===== config.mk =====
export PLATFORM = sky130hd
export DESIGN_NAME = csr_status
export DESIGN_NICKNAME = d
export VERILOG_FILES = /design/src/core/csr_pkg.sv /design/src/core/csr_alu.sv /design/src/core/csr_status.sv
export SDC_FILE = /design/constraint.sdc
export NUM_CORES = 1
export LEC_CHECK = 0
export ABC_AREA = 1
export BUFFER_PORTS_ARGS = -buffer_cell sky130_fd_sc_hd__buf_2
export CAP_MARGIN = 40
export CORE_MARGIN = 2
export CORE_UTILIZATION = 43
export CTS_CLUSTER_SIZE = 14
export DETAILED_ROUTE_END_ITERATION = 10
export GPL_TIMING_DRIVEN = 0
export HOLD_SLACK_MARGIN = 0.06
export PLACE_DENSITY = 0.81
export SYNTH_ARGS = -nofsm -noshare
export SYNTH_HDL_FRONTEND = slang
export SYNTH_SLANG_ARGS = --single-unit
export TNS_END_PERCENT = 30

===== constraint.sdc =====
create_clock -name clk -period 1.3 [get_ports clk]
set_input_delay 0.065 -clock clk [delete_from_list [all_inputs] [get_ports clk]]
set_output_delay 0.065 -clock clk [all_outputs]
set_load 0.01 [all_outputs]

===== src/core/csr_pkg.sv =====
package csr_pkg;
  localparam int unsigned CSR_WIDTH      = 8;
  localparam int unsigned BIT_IND_PAGE   = 7;
  localparam int unsigned BIT_PAGE_HI    = 6;
  localparam int unsigned BIT_PAGE_LO    = 5;
  localparam int unsigned BIT_WDT_EXP    = 4;
  localparam int unsigned BIT_PWR_DOWN   = 3;
  localparam int unsigned BIT_ZERO       = 2;
  localparam int unsigned BIT_NIBBLE     = 1;
  localparam int unsigned BIT_CARRY      = 0;
  localparam int unsigned DIR_ADDR_WIDTH = 7;
  localparam int unsigned MEM_ADDR_WIDTH = 9;
  localparam logic [2:0]  RST_PAGES      = 3'h0;
  localparam logic [1:0]  RST_RESET_FLAGS = 2'h3;
  localparam logic [2:0]  RST_ALU_FLAGS  = 3'h0;

  typedef enum logic [4:0] {
    CSR_OP_NONE  = 5'h01,
    CSR_OP_ADD   = 5'h02,
    CSR_OP_SUB   = 5'h04,
    CSR_OP_LOGIC = 5'h08,
    CSR_OP_ROT   = 5'h10
  } csr_op_t;

  typedef struct packed {
    csr_op_t    op;
    logic [7:0] a;
    logic [7:0] b;
    logic       rot_left;
  } csr_alu_req_t;

  typedef struct packed {
    logic [7:0] result;
    logic       zero;
    logic       nibble;
    logic       carry;
    logic       upd_z;
    logic       upd_dc;
    logic       upd_c;
  } csr_alu_res_t;
endpackage : csr_pkg


===== src/core/csr_alu.sv =====
`timescale 1ns/100ps
module csr_alu
  import csr_pkg::*;
(
  input  csr_alu_req_t req,
  input  logic         carry_in,
  output csr_alu_res_t res
);
  logic [8:0] sum;
  logic [4:0] nib;
  logic [7:0] b_eff;
  logic       cin;

  always_comb begin
    res   = '0;
    b_eff = (req.op == CSR_OP_SUB) ? ~req.b : req.b;
    cin   = (req.op == CSR_OP_SUB);
    sum   = {1'b0, req.a} + {1'b0, b_eff} + {8'h00, cin};
    nib   = {1'b0, req.a[3:0]} + {1'b0, b_eff[3:0]} + {4'h0, cin};
    unique case (req.op)
      CSR_OP_ADD, CSR_OP_SUB: begin
        res.result = sum[7:0];
        res.nibble = nib[4];
        res.carry  = sum[8];
        res.upd_z  = 1'b1;
        res.upd_dc = 1'b1;
        res.upd_c  = 1'b1;
      end
      CSR_OP_LOGIC: begin
        res.result = req.a;
        res.upd_z  = 1'b1;
      end
      CSR_OP_ROT: begin
        // rotate only touches carry
        if (req.rot_left) begin
          res.result = {req.a[6:0], carry_in};
          res.carry  = req.a[7];
        end else begin
          res.result = {carry_in, req.a[7:1]};
          res.carry  = req.a[0];
        end
        res.upd_c = 1'b1;
      end
      CSR_OP_NONE: res.result = req.a;
    endcase
    res.zero = (res.result == 8'h00);
  end
endmodule : csr_alu


===== src/core/csr_status.sv =====
`timescale 1ns/100ps
// Functional notes
// status register is writable as any instruction's destination, with flag exceptions
// flag-affecting write to status: zero/nibble/carry take ALU results, not data; here only flags the op updates ignore data (logic: zero, rotate: carry)
// watchdog-expired and power-down flags ignore all writes
// indirect page bit selects banks 2-3 when set, 0-1 when clear
// two direct page bits choose one of four 128-byte banks
// watchdog flag set by power-up, clear-watchdog, sleep; cleared by time-out
// power-down flag set by power-up or clear-watchdog; cleared by sleep
// zero flag follows whether the operation result equals zero
// nibble flag is carry out of bit 3 for add and subtract
// carry flag is carry out of bit 7 for add and subtract
// subtract adds two's complement; carries are inverted borrows
// rotates load carry with the bit shifted out
// software should modify status only with non-flag-affecting instructions
// reset: page bits 0, reset-cause flags 1, ALU flags undefined
// direct address is page bits above seven-bit instruction field
module csr_status
  import csr_pkg::*;
(
  input  logic                      clk,
  input  logic                      rst_n,
  input  csr_alu_req_t              alu_req,
  input  logic                      alu_valid,
  input  logic                      wr_en,
  input  logic [CSR_WIDTH-1:0]      wr_data,
  input  logic                      wdt_clear,
  input  logic                      sleep_exec,
  input  logic                      wdt_timeout,
  input  logic [DIR_ADDR_WIDTH-1:0] dir_addr,
  input  logic [7:0]                ind_addr,
  output logic [CSR_WIDTH-1:0]      status_q,
  output logic [7:0]                alu_result_q,
  output logic [MEM_ADDR_WIDTH-1:0] dir_mem_addr_q,
  output logic [MEM_ADDR_WIDTH-1:0] ind_mem_addr_q
);
  csr_alu_res_t res;
  logic [2:0]   page_q;
  logic [1:0]   rst_flags_q;
  logic [2:0]   alu_flags_q;

  csr_alu u_alu (
    .req      (alu_req),
    .carry_in (alu_flags_q[BIT_CARRY]),
    .res      (res)
  );

  // page bits: plain file-register write
  always_ff @(posedge clk or negedge rst_n) begin
    if (!rst_n) begin
      page_q <= RST_PAGES;
    end else if (wr_en) begin
      page_q <= wr_data[BIT_IND_PAGE:BIT_PAGE_LO];
    end
  end

  // reset-cause flags; writes never reach them, see
  // time-out wins over a same-cycle clear so the event is not lost
  always_ff @(posedge clk or negedge rst_n) begin
    if (!rst_n) begin
      rst_flags_q <= RST_RESET_FLAGS;
    end else begin
      if (wdt_timeout) begin
        rst_flags_q[1] <= 1'b0;
      end else if (wdt_clear || sleep_exec) begin
        rst_flags_q[1] <= 1'b1;
      end
      if (sleep_exec) begin
        rst_flags_q[0] <= 1'b0;
      end else if (wdt_clear) begin
        rst_flags_q[0] <= 1'b1;
      end
    end
  end

  // alu flags: instruction results override written data, see
  // reset value is a don't-care to software; zero chosen for determinism
  always_ff @(posedge clk or negedge rst_n) begin
    if (!rst_n) begin
      alu_flags_q <= RST_ALU_FLAGS;
    end else begin
      if (alu_valid && res.upd_z) begin
        alu_flags_q[BIT_ZERO] <= res.zero;
      end else if (wr_en) begin
        alu_flags_q[BIT_ZERO] <= wr_data[BIT_ZERO];
      end
      if (alu_valid && res.upd_dc) begin
        alu_flags_q[BIT_NIBBLE] <= res.nibble;
      end else if (wr_en) begin
        alu_flags_q[BIT_NIBBLE] <= wr_data[BIT_NIBBLE];
      end
      if (alu_valid && res.upd_c) begin
        alu_flags_q[BIT_CARRY] <= res.carry;
      end else if (wr_en) begin
        alu_flags_q[BIT_CARRY] <= wr_data[BIT_CARRY];
      end
    end
  end

  always_ff @(posedge clk or negedge rst_n) begin
    if (!rst_n) begin
      alu_result_q <= 8'h00;
    end else if (alu_valid) begin
      alu_result_q <= res.result;
    end
  end

  // addresses use the page bits already in effect this cycle
  always_ff @(posedge clk or negedge rst_n) begin
    if (!rst_n) begin
      dir_mem_addr_q <= '0;
      ind_mem_addr_q <= '0;
    end else begin
      dir_mem_addr_q <= {page_q[1:0], dir_addr};
      ind_mem_addr_q <= {page_q[2], ind_addr};
    end
  end

  always_comb begin
    status_q = {page_q, rst_flags_q, alu_flags_q};
  end
endmodule : csr_status

Word-level counts from Yosys, hierarchy flattened --
Cells that the tools add are included.
Operators by class: reductions and logical operators 14, add/subtract/negate cells 4, bitwise gates (word level) 1, multiplexer cells 19, equal/unequal tests 5
Operator list (number):
- $pmux W8 S3 | 1
- $mux W8 | 2
- $mux W1 | 15
- $reduce_bool A2 Y1 | 5
- $add A8 B8 Y9 | 1
- $add A9 B1 Y9 | 1
- $logic_not A8 Y1 | 1
- $not A8 Y8 | 1
- $reduce_or A3 Y1 | 2
- $add A4 B4 Y5 | 1
- $add A5 B1 Y5 | 1
- $eq A5 B1 Y1 const B | 1
- $eq A5 B2 Y1 const B | 1
- $eq A5 B3 Y1 const B | 1
- $eq A5 B4 Y1 const B | 1
- $eq A5 B5 Y1 const B | 1
- $reduce_or A2 Y1 | 2
- $logic_and A1 B1 Y1 | 3
- $pmux W1 S2 | 1
- $logic_or A1 B1 Y1 | 1
Storage, ports and cells: register bits 34, output and inout port bits 34

Logic depth before layout (Yosys ltp) --
depth in word-level cells 7, gate-level depth with buffers 19

By module --
Synthesis repeated with hierarchy kept, for this count alone.
Unflattened totals: cells, all modules 259, area, all modules 2023.2 um^2
By module, submodules not included:
- csr_status | instances 1, cells an instance 95, area each 1123.6 um^2
- csr_alu | instances 1, cells an instance 164, area each 899.6 um^2

Worst setup path before layout --
Ideal clock, no wire load.
kind input to register, start point in alu_req[18] (netlist name), end point reg alu_flags_q[2], setup time 0.117 ns, slack -0.659 ns, stages on the path 17, data required time 1.183 ns, arrival 1.842 ns, cells stage by stage nor2_4 -> nand3_4 -> xor2_1 -> fa_1 -> inv_1 -> nand3_1 -> nand2_1 -> xor2_1 -> nand2_1 -> nand2_1 -> inv_1 -> nand3_1 -> nor2_1 -> nand3_1 -> nor2_1 -> nor2_1 -> nor2_1
On the way: word-level cells in the longest chain between the ends 7, elaborated cells on any way between the ends 17
Ends and longest elaborated chain:
- start, declared | line csr_status.sv:23 | input csr_alu_req_t alu_req,
- $eq A5 B3 Y1 | line csr_alu.sv:16, csr_alu.sv:17, csr_alu.sv:20
- $mux W8 | line csr_alu.sv:16 | b_eff = (req.op == CSR_OP_SUB) ? ~req.b : req.b;
- $add A8 B8 Y9 | line csr_alu.sv:18 | sum = {1'b0, req.a} + {1'b0, b_eff} + {8'h00, cin};
- $add A9 B1 Y9 | line csr_alu.sv:18
- $pmux W8 S3 | line csr_alu.sv:20 | unique case (req.op)
- $logic_not A8 Y1 | line csr_alu.sv:46 | res.zero = (res.result == 8'h00);
- $mux W1 | line csr_status.sv:82 | if (alu_valid && res.upd_z) begin
- end signal, assigned by index | line csr_status.sv:83 | alu_flags_q[BIT_ZERO] <= res.zero;
- end signal, assigned by index | line csr_status.sv:85 | alu_flags_q[BIT_ZERO] <= wr_data[BIT_ZERO];
- end signal, assigned by index | line csr_status.sv:88 | alu_flags_q[BIT_NIBBLE] <= res.nibble;
- end, declared | line csr_status.sv:40 | logic [2:0] alu_flags_q;
Parallel ways exist; a longest one is shown, timed or not. A chain may end at the register's enable or synchronous reset.

Final worst setup path --
start point in alu_req[20] (netlist name), end point reg alu_flags_q[2]
The elaborated chain is that of the path after synthesis.

==> impl_metrics.tcl <==
set metrics [dict create \
    status "finished with violations" \
    violations "setup timing" \
    place_area_sq_um 2447 \
    clkPwrFrac_pct 30.8 \
    pin_count 86 \
    clock_latency_ns 0.29 \
    rsz0062_at_grt "yes" \
    start_kind "primary input" \
    switching_power_mw 0.8706 \
    slowest_stage "fa_2" \
    vias 2021 \
    rows 24 \
    period_share_pct 139.7 \
    cp_common_cell "nor2_1" \
    coreArea_sq_um 4354 \
    ys_top_cells_by_area "dfrtp_1 (41%), nand2_1 (9.4%), nor2_1 (5.6%)" \
    antenna_cells 0 \
    grtUsageTotal_pct 21.97 \
    final_layout_size_suffix_gt1_share_pct 39.61 \
    tightest_slew_ns 0.7101 \
    yosys-top-cells-count "nand2_1 (49), dfrtp_1 (32), nor2_1 (29)" \
    final_hold_viol_count 0 \
    cp_max_fo 7 \
    finalSetupTns_ns -2.668 \
    routed_wl_um 5402 \
    ys_warn_count 0 \
    via_per_inst 4.893 \
    cts_tree "yes" \
    yosys_most_used_dff "dfrtp_1" \
    cpPeakStageDelay_ns 0.39 \
    overflow 0 \
    initial_core_util_pct 44.74 \
    gp_congestion 0.8708 \
    fmax_ghz 0.5506 \
    p_total_mw 3.012 \
    synth_cell_types 33 \
    relSlewSlack_pct 52.66 \
    fillers 333 \
    skew_ns 0.003859 \
    antenna_found_initial 0 \
    dieArea_sq_um 5085 \
    fin_crit_ns 1.816 \
    cts_root_buf "clkbuf_8" \
    ant_nets 0 \
    endpoint_kind "flop" \
    dp_slack_ns -1.038 \
    stdcell_area_sq_um 3002 \
    grt_pass1_wl_um 8756 \
    wl_per_cell_um 13.08 \
    synth_top_area_share_pct 41.10 \
    syn_area_sq_um 1948 \
    p_int_mw 2.141 \
    critPathKind "primary input to flop" \
    seq_power_share_pct 40.3 \
    p_leak_nw 1.577 \
    dpl.hpwl_um 3675 \
    worstPathCellList "buf_6 -> nor2_4 -> nand3_4 -> xor2_2 -> fa_2 -> inv_2 -> nand3_1 -> nand2_2 -> xor2_1 -> nand2_1 -> nand2_1 -> inv_1 -> nand3_1 -> nor2_1 -> nand3_1 -> nor2_1 -> nor2_1 -> nor2_1" \
    drv_cap 0 \
    portBuffers 83 \
    final_util_pct 68.94 \
    ys_seq_area_share_pct 43.80 \
    fin_ws_ns -0.5162 \
    synthArstFlopShare_pct 100.0 \
    cts.sinks 34 \
    ir_drop_mv 0.4744 \
    synth_edf_count 0 \
    die_x_um 71.31 \
    grt_pass1_vias 1967 \
    dr.pass1.iters 4 \
    die_h_um 71.31 \
    h-tree-depth 2 \
    clock_tree.buffer_depth 2 \
    path_clk_slew_ns 0.06 \
    nets 421 \
    syn_inst 234 \
    grt_max_degree 35 \
    initialDrtViolationCount 95 \
    ys_seq_elements 34 \
    synth.most_common_cell "nand2_1" \
    numCtsBuffers 5 \
    yosysTopAreaCell "dfrtp_1" \
    pwr_density_cell_nw_per_um2 1003 \
    pwr-share-comb_pct 28.9 \
    syn_to_final_growth_pct 54.08 \
    slew_viol_final 0 \
    drc 0 \
    synth_nets 295 \
    netSwitchingFraction_pct 28.91 \
    holdCritPathClass "primary input to flop" \
    syn_area_per_cell_sq_um 8.325 \
    required_ns 1.48 \
    setup_viol 9 \
    crit_arrival_ns 1.99 \
]
[power groups by stage]
stage | combinational [mW] | clock [mW] | sequential [mW]
after floorplan | 0.351 | 0 | 1.28
after global placement | 0.679 | 0 | 1.23
after detailed placement | 0.696 | 0 | 1.23
after CTS | 0.832 | 0.946 | 1.21
after global routing | 0.961 | 0.994 | 1.22
final | 0.870 | 0.928 | 1.21
[routing by layer]
layer	GRT usage [%]	routed length, um
met1	25.63	2169
met2	39.20	2715
met3	5.345	411
met4	7.757	106
met5	0	0
[metrics by stage]
step           std cells  hold WS [ns]
5_1_grt              413       0.07776
6_report             413       0.08323
3_5_place_dp         369        0.1561
2_1_floorplan        234       -0.2306
4_1_cts              413       0.07552
3_3_place_gp         369        0.1531
[flip-flops by register name (all words and copies together), names as in the netlist]
name	cells
alu_flags_q	3
alu_result_q	8
dir_mem_addr_q	9
ind_mem_addr_q	9
page_q	3
rst_flags_q	2
[repair_timing]
| item | CTS | global route |
|---|---|---|
| setup endpoints to repair | 10 | 12 |
| hold buffers | 26 | 0 |
| buffers inserted | 10 | 0 |
| pin swaps | 17 | 3 |
| resized for setup | 19 | 9 |
| endpoints found under the hold margin | 52 | 0 |
[kinds of logic after synthesis]
logic type / share of synthesized area (%)
AO/OA/AOI/OAI: 11.56
flip-flops: 43.80
buffers and inverters: 6.294
XOR/XNOR: 4.496
adder cells (fa/ha/maj): 6.166
AND/OR/NAND/NOR: 27.68
[worst max-delay path, delay by kind of cell]
family	cells	cell delay, ns
adders and majority gates	1	0.39
and+or+nand+nor	12	0.96
xor gates and xnor gates	2	0.36
buffers and inverters	3	0.22
[worst paths after layout]
check                                              endpoint                        from  slack, ns  depth (start not counted)
worst max-delay path             alu_flags_q[2]$_DFFE_PN0P_                 alu_req[20]      -0.52                         18
worst min-delay path             alu_flags_q[1]$_DFFE_PN0P_                  wr_data[1]       0.08                          3
worst max register to register   alu_flags_q[2]$_DFFE_PN0P_  alu_flags_q[0]$_DFFE_PN0P_      -0.23                         13
worst min register to register  dir_mem_addr_q[8]$_DFF_PN0_       page_q[1]$_DFFE_PN0P_       0.39                          0
max in group asynchronous       dir_mem_addr_q[8]$_DFF_PN0_                       rst_n       0.47                          2
min in group asynchronous       dir_mem_addr_q[2]$_DFF_PN0_                       rst_n       0.38                          2
[area by class of cell]
cell class              count  area, sq um  share of cell area [%]
multi-input cells         169         1070                   35.64
flip-flops and latches     34        853.3                   28.43
repair buffers            119        782.0                   26.05
inverters                  28        108.9                   3.626
clock buffers               7        76.32                   2.543
well taps                  52        65.06                   2.168
clock inverters             1        30.03                   1.000
plain buffers               3        16.27                  0.5419
[placed cells by master (no fill, tap or decap), types with 3 or more instances in the layout]
cell type and instances:
a21oi_1 11, a21oi_2 3, a31oi_1 4, buf_2 80, buf_4 11, buf_6 3
clkbuf_1 3, clkbuf_8 5, dfrtp_1 32, dlygate4sd3_1 25, ha_1 6, inv_1 23
inv_2 3, nand2_1 45, nand2_2 5, nand2_4 3, nand3_1 10, nand4_1 3
nor2_1 28, nor2_2 6, nor2_4 3, o21ai_0 10, o21ai_1 3, xnor2_1 4
xnor2_2 3
(Power assumes the default switching activity.)
